[src/include/pwm_regs_pkg.sv]
// Register map, field layout and timing constants of the two-channel modulator
package pwm_regs_pkg;
    // Channel register set, byte offsets within one channel
    localparam logic [7:0] OFS_PULSE_CONTROL = 8'h00;
    localparam logic [7:0] OFS_DUTY_HIGH = 8'h04;
    localparam logic [7:0] OFS_DUTY_LOW = 8'h08;
    localparam logic [7:0] CHANNEL_STRIDE = 8'h10;
    // Shared time base registers
    localparam logic [7:0] OFS_PERIOD = 8'h20;
    localparam logic [7:0] OFS_TIMER_CONTROL = 8'h24;
    localparam logic [7:0] OFS_TIMER_COUNT = 8'h28;

    localparam int NUM_CHANNELS = 2;
    localparam int DUTY_W = 10;
    localparam int TIMER_W = 8;
    localparam int SUB_W = 6;

    // Pulse control fields
    localparam int BIT_ENABLE = 7;
    localparam int BIT_READBACK = 5;
    localparam int BIT_POLARITY = 4;
    // Duty low register holds the two least significant bits here
    localparam int DUTY_LOW_MSB = 7;
    localparam int DUTY_LOW_LSB = 6;
    // Timer control fields
    localparam int BIT_TIMER_ON = 0;
    localparam int PRESCALE_LSB = 4;
    localparam int PRESCALE_MSB = 5;

    localparam logic [7:0] CONTROL_RESET = 8'h00;
    localparam logic [7:0] PERIOD_RESET = 8'hFF;
    localparam logic [7:0] TIMER_RESET = 8'h00;

    // Prescale codes 1, 4 and 16: one timer tick per four clocks times the prescale
    typedef enum logic [1:0] {
        PRESCALE_1,
        PRESCALE_4,
        PRESCALE_16,
        PRESCALE_16B
    } prescale_type;

    localparam logic [SUB_W-1:0] SUB_LAST_1 = 6'h03;
    localparam logic [SUB_W-1:0] SUB_LAST_4 = 6'h0F;
    localparam logic [SUB_W-1:0] SUB_LAST_16 = 6'h3F;
endpackage : pwm_regs_pkg

[src/core/pwm_channel.sv]
// One modulator channel: buffered duty, comparison against the time base, output drive
`timescale 1ns/1ps
module pwm_channel
    import pwm_regs_pkg::*;
(
    input wire logic clk,
    input wire logic rst,
    input wire logic enable,
    input wire logic polarity,
    input wire logic [DUTY_W-1:0] duty_buffer,
    input wire logic reload,
    input wire logic [DUTY_W-1:0] time_base,
    output logic out_level
);
    logic [DUTY_W-1:0] duty_q;
    logic [DUTY_W-1:0] duty_d;
    logic active_q;
    logic active_d;
    logic out_q;
    logic out_d;

    // Duty only changes at a period end, so software writes never cut a pulse short
    always_comb begin
        duty_d = duty_q;
        active_d = active_q;
        if (reload) begin
            duty_d = duty_buffer;
            active_d = (duty_buffer != '0);
        end else if (time_base >= duty_q) begin
            active_d = 1'b0;
        end
        // Disabled channel shows its inactive level, set by polarity
        out_d = enable ? (active_q ^ polarity) : polarity;
    end

    // Duty latch has no reset: it follows the buffer at the first period end anyway
    always_ff @(posedge clk) begin
        duty_q <= duty_d;
    end

    // Pulse state and registered output
    always_ff @(posedge clk) begin
        if (rst) begin
            active_q <= 1'b0;
            out_q <= 1'b0;
        end else begin
            active_q <= active_d;
            out_q <= out_d;
        end
    end

    assign out_level = out_q;
endmodule : pwm_channel

[src/core/pulse_width_control_regs.sv]
// Wishbone register set, shared time base and two modulator channels
`timescale 1ns/1ps
// What this block does
// - Control bit 7 enables the modulator when one, disables it when zero.
// - Control bit 5 reads back the live output level; writes ignored.
// - Control bit 4 set makes output active-low, clear makes it active-high.
// - Duty high register holds duty bits 9 to 2 in positions 7 to 0.
// - Duty low register holds duty bits 1 and 0 in positions 7 and 6.
// - Unimplemented bits read zero and ignore writes.
// - Control clears on every reset; duty bits keep their value across reset.
// - Written duty is buffered and applied only at the period match.
// - After period match: clear timer, latch duty, set output unless duty zero.
// - Disabled modulator holds the inactive level chosen by polarity.
// - Duty compares against timer count extended by two clock or prescaler bits.
module pulse_width_control_regs
    import pwm_regs_pkg::*;
(
    input wire logic REF_CLK,
    input wire logic RESET,
    input wire logic WB_CYC_I,
    input wire logic WB_STB_I,
    input wire logic WB_WE_I,
    input wire logic [7:0] WB_ADR_I,
    input wire logic [3:0] WB_SEL_I,
    input wire logic [31:0] WB_DAT_I,
    output logic [31:0] WB_DAT_O,
    output logic WB_ACK_O,
    output logic [NUM_CHANNELS-1:0] PWM_OUT
);
    // Byte address of a register inside a channel
    function automatic logic [7:0] chan_addr(input int ch, input logic [7:0] ofs);
        chan_addr = 8'(ch * CHANNEL_STRIDE) + ofs;
    endfunction : chan_addr

    // Last sub-count value for the selected prescale
    function automatic logic [SUB_W-1:0] sub_last(input prescale_type ps);
        case (ps)
            PRESCALE_1: sub_last = SUB_LAST_1;
            PRESCALE_4: sub_last = SUB_LAST_4;
            default: sub_last = SUB_LAST_16;
        endcase
    endfunction : sub_last

    // Two extension bits: the top two bits of the running sub-count
    function automatic logic [1:0] sub_phase(input prescale_type ps, input logic [SUB_W-1:0] s);
        case (ps)
            PRESCALE_1: sub_phase = s[1:0];
            PRESCALE_4: sub_phase = s[3:2];
            default: sub_phase = s[5:4];
        endcase
    endfunction : sub_phase

    logic [NUM_CHANNELS-1:0] enable_q;
    logic [NUM_CHANNELS-1:0] enable_d;
    logic [NUM_CHANNELS-1:0] polarity_q;
    logic [NUM_CHANNELS-1:0] polarity_d;
    logic [7:0] duty_high_q [NUM_CHANNELS];
    logic [7:0] duty_high_d [NUM_CHANNELS];
    logic [1:0] duty_low_q [NUM_CHANNELS];
    logic [1:0] duty_low_d [NUM_CHANNELS];
    logic [TIMER_W-1:0] period_q;
    logic [TIMER_W-1:0] period_d;
    logic timer_on_q;
    logic timer_on_d;
    prescale_type prescale_q;
    prescale_type prescale_d;
    logic [TIMER_W-1:0] timer_q;
    logic [TIMER_W-1:0] timer_d;
    logic [SUB_W-1:0] sub_q;
    logic [SUB_W-1:0] sub_d;
    logic reload_q;
    logic reload_d;
    logic ack_q;
    logic ack_d;
    logic [31:0] rdata_q;
    logic [31:0] rdata_d;
    logic [NUM_CHANNELS-1:0] out_level;
    logic [DUTY_W-1:0] time_base;
    logic wr_en;
    logic req;

    // Writes land on the edge where the master sees ack, byte lane 0 only
    assign req = WB_CYC_I && WB_STB_I;
    assign wr_en = req && ack_q && WB_WE_I && WB_SEL_I[0];

    // Bus answer: ack one cycle after the request, dropped the cycle after
    always_comb begin
        ack_d = req && !ack_q;
        rdata_d = rdata_q;
        if (req && !ack_q) begin
            rdata_d = '0; // Unmapped addresses read zero and still ack
            for (int ch = 0; ch < NUM_CHANNELS; ch++) begin
                if (WB_ADR_I == chan_addr(ch, OFS_PULSE_CONTROL)) begin
                    rdata_d[BIT_ENABLE] = enable_q[ch];
                    rdata_d[BIT_READBACK] = out_level[ch];
                    rdata_d[BIT_POLARITY] = polarity_q[ch];
                end else if (WB_ADR_I == chan_addr(ch, OFS_DUTY_HIGH)) begin
                    rdata_d[7:0] = duty_high_q[ch];
                end else if (WB_ADR_I == chan_addr(ch, OFS_DUTY_LOW)) begin
                    rdata_d[DUTY_LOW_MSB:DUTY_LOW_LSB] = duty_low_q[ch];
                end
            end
            if (WB_ADR_I == OFS_PERIOD) begin
                rdata_d[TIMER_W-1:0] = period_q;
            end else if (WB_ADR_I == OFS_TIMER_CONTROL) begin
                rdata_d[BIT_TIMER_ON] = timer_on_q;
                rdata_d[PRESCALE_MSB:PRESCALE_LSB] = prescale_q;
            end else if (WB_ADR_I == OFS_TIMER_COUNT) begin
                rdata_d[TIMER_W-1:0] = timer_q;
            end
        end
    end

    always_ff @(posedge REF_CLK) begin
        if (RESET) begin
            ack_q <= 1'b0;
            rdata_q <= '0;
        end else begin
            ack_q <= ack_d;
            rdata_q <= rdata_d;
        end
    end

    // Control and time base configuration writes
    always_comb begin
        enable_d = enable_q;
        polarity_d = polarity_q;
        period_d = period_q;
        timer_on_d = timer_on_q;
        prescale_d = prescale_q;
        if (wr_en) begin
            for (int ch = 0; ch < NUM_CHANNELS; ch++) begin
                if (WB_ADR_I == chan_addr(ch, OFS_PULSE_CONTROL)) begin
                    enable_d[ch] = WB_DAT_I[BIT_ENABLE];
                    polarity_d[ch] = WB_DAT_I[BIT_POLARITY];
                end
            end
            if (WB_ADR_I == OFS_PERIOD) begin
                period_d = WB_DAT_I[TIMER_W-1:0];
            end else if (WB_ADR_I == OFS_TIMER_CONTROL) begin
                timer_on_d = WB_DAT_I[BIT_TIMER_ON];
                prescale_d = prescale_type'(WB_DAT_I[PRESCALE_MSB:PRESCALE_LSB]);
            end
        end
    end

    always_ff @(posedge REF_CLK) begin
        if (RESET) begin
            enable_q <= '0;
            polarity_q <= '0;
            period_q <= PERIOD_RESET;
            timer_on_q <= 1'b0;
            prescale_q <= PRESCALE_1;
        end else begin
            enable_q <= enable_d;
            polarity_q <= polarity_d;
            period_q <= period_d;
            timer_on_q <= timer_on_d;
            prescale_q <= prescale_d;
        end
    end

    // Duty buffers, split left-justified over the high and low registers
    always_comb begin
        for (int ch = 0; ch < NUM_CHANNELS; ch++) begin
            duty_high_d[ch] = duty_high_q[ch];
            duty_low_d[ch] = duty_low_q[ch];
            if (wr_en && WB_ADR_I == chan_addr(ch, OFS_DUTY_HIGH)) begin
                duty_high_d[ch] = WB_DAT_I[7:0];
            end
            if (wr_en && WB_ADR_I == chan_addr(ch, OFS_DUTY_LOW)) begin
                duty_low_d[ch] = WB_DAT_I[DUTY_LOW_MSB:DUTY_LOW_LSB];
            end
        end
    end

    // No reset on purpose: duty survives a reset and starts unknown at power-up
    always_ff @(posedge REF_CLK) begin
        duty_high_q <= duty_high_d;
        duty_low_q <= duty_low_d;
    end

    // Time base: sub-count of four clocks times prescale, then the 8-bit timer
    always_comb begin
        sub_d = sub_q;
        timer_d = timer_q;
        reload_d = 1'b0;
        if (timer_on_q) begin
            if (sub_q >= sub_last(prescale_q)) begin
                sub_d = '0;
                if (timer_q == period_q) begin
                    timer_d = '0;
                    reload_d = 1'b1;
                end else begin
                    timer_d = timer_q + 8'h01;
                end
            end else begin
                sub_d = sub_q + 6'h01;
            end
        end
    end

    always_ff @(posedge REF_CLK) begin
        if (RESET) begin
            sub_q <= '0;
            timer_q <= TIMER_RESET;
            reload_q <= 1'b0;
        end else begin
            sub_q <= sub_d;
            timer_q <= timer_d;
            reload_q <= reload_d;
        end
    end

    // Compared value is the timer count with two finer phase bits below it
    assign time_base = {timer_q, sub_phase(prescale_q, sub_q)};

    // Each channel runs on its own registers against the shared time base
    for (genvar ch = 0; ch < NUM_CHANNELS; ch++) begin : g_channel
        pwm_channel u_channel (
            .clk(REF_CLK),
            .rst(RESET),
            .enable(enable_q[ch]),
            .polarity(polarity_q[ch]),
            .duty_buffer({duty_high_q[ch], duty_low_q[ch]}),
            .reload(reload_q),
            .time_base(time_base),
            .out_level(out_level[ch])
        );
    end

    assign PWM_OUT = out_level;
    assign WB_ACK_O = ack_q;
    assign WB_DAT_O = rdata_q;
endmodule : pulse_width_control_regs

[config.mk]
export PLATFORM = sky130hd
export DESIGN_NAME = pulse_width_control_regs
export DESIGN_NICKNAME = d
export VERILOG_FILES = /design/src/include/pwm_regs_pkg.sv /design/src/core/pwm_channel.sv /design/src/core/pulse_width_control_regs.sv
export SDC_FILE = /design/constraint.sdc
export NUM_CORES = 1
export LEC_CHECK = 0
export BUFFER_PORTS_ARGS = -buffer_cell sky130_fd_sc_hd__buf_2
export CAP_MARGIN = 20
export CORE_MARGIN = 2
export CORE_UTILIZATION = 35
export CTS_BUF_LIST = sky130_fd_sc_hd__clkbuf_8 sky130_fd_sc_hd__clkbuf_16
export CTS_CLUSTER_DIAMETER = 40
export DETAILED_ROUTE_END_ITERATION = 6
export PLACE_DENSITY = 0.61
export SLEW_MARGIN = 10
export SYNTH_ARGS = -nofsm -noshare
export SYNTH_HDL_FRONTEND = slang
export SYNTH_SLANG_ARGS = --single-unit
[constraint.sdc]
create_clock -name REF_CLK -period 3.62 [get_ports REF_CLK]
set_input_delay 0.362 -clock REF_CLK [delete_from_list [all_inputs] [get_ports REF_CLK]]
set_output_delay 0.362 -clock REF_CLK [all_outputs]
set_load 0.02 [all_outputs]
# After elaboration in Yosys (flattened, before gate mapping)
# Index checks and enable logic that the tools add are counted.
dict set report word_totals {
  ff_bits 83
  inputBits 49
  output_inout_bits 35
  elab_cells 102
}
dict set report op_classes {
  addsub 2
  magnitude_cmp 3
  n_eq_ne 10
  mux 38
  n_bitwise 5
  n_reduce_logical 22
}
# op n
set op_table {}
lappend op_table {{6-bit two-way mux} 6}
lappend op_table {{8-bit by 5-bit == test with 1-bit output (second input constant)} 3}
lappend op_table {{8-bit by 6-bit == test with 1-bit output (second input constant)} 3}
lappend op_table {{8-bit two-way mux} 3}
lappend op_table {{10-bit greater-or-equal comparator} 2}
lappend op_table {{2-bit two-way mux} 10}
lappend op_table {{10-bit nonzero test} 2}
lappend op_table {{1-bit two-way mux} 13}
lappend op_table {{4-bit two-way mux} 3}
lappend op_table {{6-bit one-hot mux with 2 select lines} 1}
lappend op_table {{1-bit logical AND} 9}
lappend op_table {{8-bit by 1-bit adder with 8-bit output (second input constant)} 1}
lappend op_table {{8-bit by 3-bit == test with 1-bit output (second input constant)} 1}
lappend op_table {{8-bit by 4-bit == test with 1-bit output (second input constant)} 1}
lappend op_table {{8-bit == test} 1}
lappend op_table {{8-bit zero test} 1}
lappend op_table {{2-bit AND reduction} 4}
lappend op_table {{6-bit by 1-bit adder with 6-bit output (second input constant)} 1}
lappend op_table {{6-bit greater-or-equal comparator} 1}
lappend op_table {{2-bit one-hot mux with 2 select lines} 1}
lappend op_table {{2-bit nonzero test} 2}
lappend op_table {{3-bit two-way mux} 1}
lappend op_table {{1-bit inverter} 3}
lappend op_table {{3-bit AND reduction} 1}
lappend op_table {{other kinds (5)} 6}

# Logic depth before layout (Yosys ltp)
dict set report logic_depth {
  word_depth 13
  ltp_mapped 8
  mapped_depth_nobuf 7
}

# Cells and area by module
# Synthesis repeated with hierarchy kept, for this count alone.
dict set report hier_totals {
  cells_unflattened 443
  area_unflattened_um2 4420.5
}
# mod instances cells_per_inst area_per_inst_um2 seq_area_each_um2
set by_module_without_submodules {}
lappend by_module_without_submodules {pulse_width_control_regs 1 337 3134.3 1381.3}
lappend by_module_without_submodules {pwm_channel 2 53 643.1 340.3}

# Worst setup path before layout
# OpenSTA, ideal clock, no wires.
dict set report synth_path {
  path_type {flip-flop to flip-flop}
  from {register ack_q (netlist: WB_ACK_O)}
  to {register duty_high_q[10] (netlist name), enable pin}
  setup_time_ns 0.370
  t_arrival_ns 1.593
  required_time_ns 3.250
  slack_ns 1.657
  stages_incl_launch_ff 5
  n_path_buf 0
  period_less_slack_ns 1.963
  path_cell_list {dfxtp_1 > and3_1 > nand3_1 > or3_1 > nor2_1}
}
dict set report synth_between {
  elab_chain_cells 4
}
# element line_no
set synth_lines {}
lappend synth_lines {{start, declared} pulse_width_control_regs.sv:73} ;# logic ack_q;
lappend synth_lines {{start signal, assigned} pulse_width_control_regs.sv:119} ;# ack_q <= ack_d;
lappend synth_lines {{1-bit logical AND (3 in series)} pulse_width_control_regs.sv:84} ;# assign wr_en = req && ack_q && WB_WE_I && WB_SEL_I[0];
lappend synth_lines {{1-bit logical AND} pulse_width_control_regs.sv:168} ;# if (wr_en && WB_ADR_I == chan_addr(ch, OFS_DUTY_HIGH)) begin
lappend synth_lines {{end signal, assigned} pulse_width_control_regs.sv:179} ;# duty_high_q <= duty_high_d;
lappend synth_lines {{end, declared} pulse_width_control_regs.sv:57} ;# logic [7:0] duty_high_q [NUM_CHANNELS];
# No other way between the ends.
# A chain may end at the register's enable or synchronous reset.

# Worst setup path in the final report
dict set report layout_path {
  from {register prescale_q[0]}
  to {register timer_q[2]}
}
dict set report layout_between {
  elab_chain_cells 5
  word_cells_on_any_way 6
  cone_classes {order compare (1); eq/ne (1); mux (2); reduce/logical (2)}
}
# element line_no
set layout_lines {}
lappend layout_lines {{start, declared} pulse_width_control_regs.sv:65} ;# prescale_type prescale_q;
lappend layout_lines {{start signal, assigned} pulse_width_control_regs.sv:159} ;# prescale_q <= prescale_d;
lappend layout_lines {{2-bit by 1-bit == test with 1-bit output / 2-bit zero test (equally long branches)} pulse_width_control_regs.sv:37} ;# case (ps)
lappend layout_lines {{6-bit one-hot mux with 2 select lines (*)} pulse_width_control_regs.sv:37}
lappend layout_lines {{6-bit two-way mux (*)} pulse_width_control_regs.sv:188} ;# if (timer_on_q) begin
lappend layout_lines {{6-bit greater-or-equal comparator (*)} pulse_width_control_regs.sv:189} ;# if (sub_q >= sub_last(prescale_q)) begin
lappend layout_lines {{2-bit AND reduction (no line) (*)} n/a}
lappend layout_lines {{end signal, assigned} pulse_width_control_regs.sv:210} ;# timer_q <= timer_d;
lappend layout_lines {{end, declared} pulse_width_control_regs.sv:67} ;# logic [TIMER_W-1:0] timer_q;
# Every way passes the cells marked *; elsewhere a longest branch is shown, timed or not. The select of a mux whose other input is x is not followed.

==> flow_summary.json <==
{
  "slew_headroom": 0.367,
  "postCtsResizedCells": 0,
  "grt_usage": 0.169,
  "synth_edf_count": 40,
  "timing_worst_setup_path_type": "reg -> reg",
  "nFillCells": 1251,
  "wl_mm": 10.8,
  "cts_buffers": 9,
  "finalClockSkew_ns": 0.00675,
  "worst-endpoint-required_ns": 3.86,
  "sw_frac_of_total": 0.236,
  "cts_tree": "done",
  "layout.nets": 542,
  "setup_violations": 0,
  "root_buffer": "clkbuf_16",
  "gp_congestion": 0.839,
  "cts_sinks": 83,
  "antenna_found_initial": 0,
  "postRouteAntennaNets": 0,
  "internal-power_mw": 1.65,
  "core_area_um2": 12600,
  "worstPathArrival_ns": 2.50,
  "cts_buffer_depth": 2,
  "post-place-ws_ns": 1.30,
  "rsz0062_at_grt": "no",
  "slew_violations": 0,
  "synthMuxAreaShare": 0.0431,
  "h-tree-depth": 3,
  "ir_drop_mv": 0.229,
  "io_pins": 84,
  "endpoint_kind": "flop",
  "synth_area_um2": 4470,
  "finalCritPeriodShare": 0.625,
  "async_flop_share": 0,
  "n_antenna_cell": 0,
  "multi_input_area_um2": 2120,
  "drive_gt1_frac": 0.146,
  "post_cts_buffers": 0,
  "gr-total-overflow": 0,
  "die_w_um": 117,
  "num_rows": 41,
  "drt_iter0_drc": 206,
  "cap_violations": 0,
  "outcome": "complete, no violations",
  "synth_top_family_by_area": "simple AND/OR/NAND/NOR gates",
  "area_delta_synth_final_pct": 12.0,
  "p_seq_frac": 0.466,
  "syn_inst": 441,
  "synth-simple-area-share": 0.178,
  "power_density_nw_per_um2": 431,
  "leakage_nw": 1.90,
  "clkLatencyLatePin_ns": 0.34,
  "ff_latch_area_um2": 2060,
  "ys_ff_latch": 83,
  "dpl_cell_area_um2": 4680,
  "holdCritPathClass": "in -> reg",
  "synthAdderAreaFrac": 0.0671,
  "grt_max_degree": 53,
  "dr.pass1.iters": 5,
  "grt_first_pass_wirelength_mm": 17.4,
  "grt_pass1_vias": 3277,
  "yosysTopAreaCell": "edfxtp_1",
  "fin_ws_ns": 1.36,
  "synthXorXnorAreaFrac": 0.0254,
  "synth_top_area_frac": 0.268,
  "combPwrFrac": 0.066,
  "routed_via_density": 5.25,
  "start_util": 0.356,
  "crit_path_start_kind": "flop",
  "setup_tns_ns": 0,
  "holdBufCountCts": 0,
  "synth-compound-area-share": 0.141,
  "detail_route.wl_per_cell_um": 16.7,
  "synth_area_per_cell_um2": 10.1,
  "fmax_mhz": 442,
  "drc": 0,
  "die_area_um2": 13700,
  "cts.clk_slew.worst_paths_ns": 0.06,
  "r2r_slack_ns": 1.36,
  "synth_cell_type_count": 61,
  "cp_max_fo": 11,
  "switchingPower_mw": 0.510,
  "worst_pin_slew_ns": 0.950,
  "io_buffers": 32,
  "power_mw": 2.16,
  "final_cell_area_um2": 5010,
  "ys_seq_area_frac": 0.461,
  "clkPwrFrac": 0.468,
  "dp_hpwl_mm": 7.85,
  "hold_violations": 0,
  "yosys_warnings": 0,
  "die_h_um": 117,
  "synth.area.top_cells": "edfxtp_1, dfxtp_1, ha_1",
  "route.vias.total": 3393,
  "period_minus_slack_ns": 2.26,
  "synth_ff_type": "dfxtp_1"
}
final cells by class:
cell class                 count  share of cell area
multi-input combinational    313               0.424
tap                          172              0.0429
clock inverter                 7              0.0205
clock buffer                   9              0.0449
timing repair buffer          35              0.0364
sequential                    83               0.411
inverter                      27              0.0202
synthesized netlist by cell type, drive strengths merged, types with 2 or more instances:
cell type and count:
o21a 2, mux2 2, nor4 10, o211ai 5
inv 27, buf 34, a221o 3, a211oi 4
nand3b 4, ha 24, nor2b 10, nand2 29
or2b 2, a41oi 2, or4b 2, o221ai 5
a221oi 3, clkbuf 7, a22oi 4, o21ai 15
a211o 9, a31oi 4, edfxtp 40, xor2 12
a21oi 15, or3 6, o32ai 2, o2bb2ai 3
dfxtp 43, mux2i 17, a31o 4, or4 2
nand2b 8, nor4b 5, nand3 6, nand4 5
o22ai 6, nor3 7, and3 5, nor2 38
power by group through the flow:
stage	Clock, mW	Sequential (mW)	Combinational, mW
after detailed placement	0	1.03	0.140
after floorplan	0	1.02	0.116
final	1.01	1.01	0.143
after global placement	0	1.03	0.136
after global routing	1.08	1.01	0.158
after CTS	1.03	1.01	0.141
worst max-delay path: stages (launching register included):
cell and delay [ns]:
dfxtp_1 0.45, nor2_1 0.11, ha_1 0.28, a211oi_1 0.35, o21a_1 0.20, nor2_1 0.06
buf_4 0.18, or3b_2 0.44, o311ai_1 0.08
routing by layer:
| metal | vias up | share of wire | track usage |
|---|---|---|---|
| met5 | - | 0 | 0 |
| met4 | 0 | 0.014 | 0.0541 |
| met3 | 13 | 0.055 | 0.0355 |
| met2 | 127 | 0.46 | 0.274 |
| met1 | 1620 | 0.47 | 0.229 |
| li1 | 1633 | - | - |
state kept, by name, indices dropped and copies added (netlist names), 4 cells and up:
name                        cells
duty_low_q                      4
sub_q                           6
g_channel.u_channel.duty_q     20
timer_q                         8
duty_high_q                    16
WB_DAT_O                        8
period_q                        8
stage by stage:
stage | hold slack (ns) | utilization | cells
2_1_floorplan | 0.445 | - | 464
3_3_place_gp | 0.443 | 0.373 | 630
3_5_place_dp | 0.468 | 0.373 | 630
4_1_cts | 0.225 | 0.399 | 646
5_1_grt | 0.225 | 0.399 | 646
6_report | 0.232 | 0.399 | 646
layout by cell type, fill, tap and decap left out, types with 6 or more instances in the layout:
cell	count
ha_1	24
nor2b_1	10
buf_2	32
clkbuf_16	9
edfxtp_1	40
nor2_1	36
nand2b_1	8
xor2_1	12
conb_1	24
mux2i_1	17
or3_1	6
nor4_1	9
inv_1	27
a211o_1	9
nand2_1	28
o22ai_1	6
dfxtp_1	43
a21oi_1	15
o21ai_0	14
nand3_1	6
final timing paths:
| path | from | cells after the start | end |
|---|---|---|---|
| min reg2reg | WB_DAT_O[7] | 2 | WB_DAT_O[7] |
| min | WB_DAT_I[3] | 1 | duty_high_q[11] |
| max reg2reg | prescale_q[0] | 8 | timer_q[2] |
| max | prescale_q[0] | 8 | timer_q[2] |
logic make-up (layout without fill, tap and decap cells):
| kind of cell | after synthesis | count (layout) |
|---|---|---|
| compound gates | 89 | 89 |
| xor+xnor | 13 | 13 |
| fa+ha+maj | 24 | 24 |
| buf+inv | 68 | 78 |
| flops | 83 | 83 |
| mux | 19 | 19 |
| other cells | 1 | 24 |
| simple gates | 144 | 144 |
(Power assumes the default switching activity.)
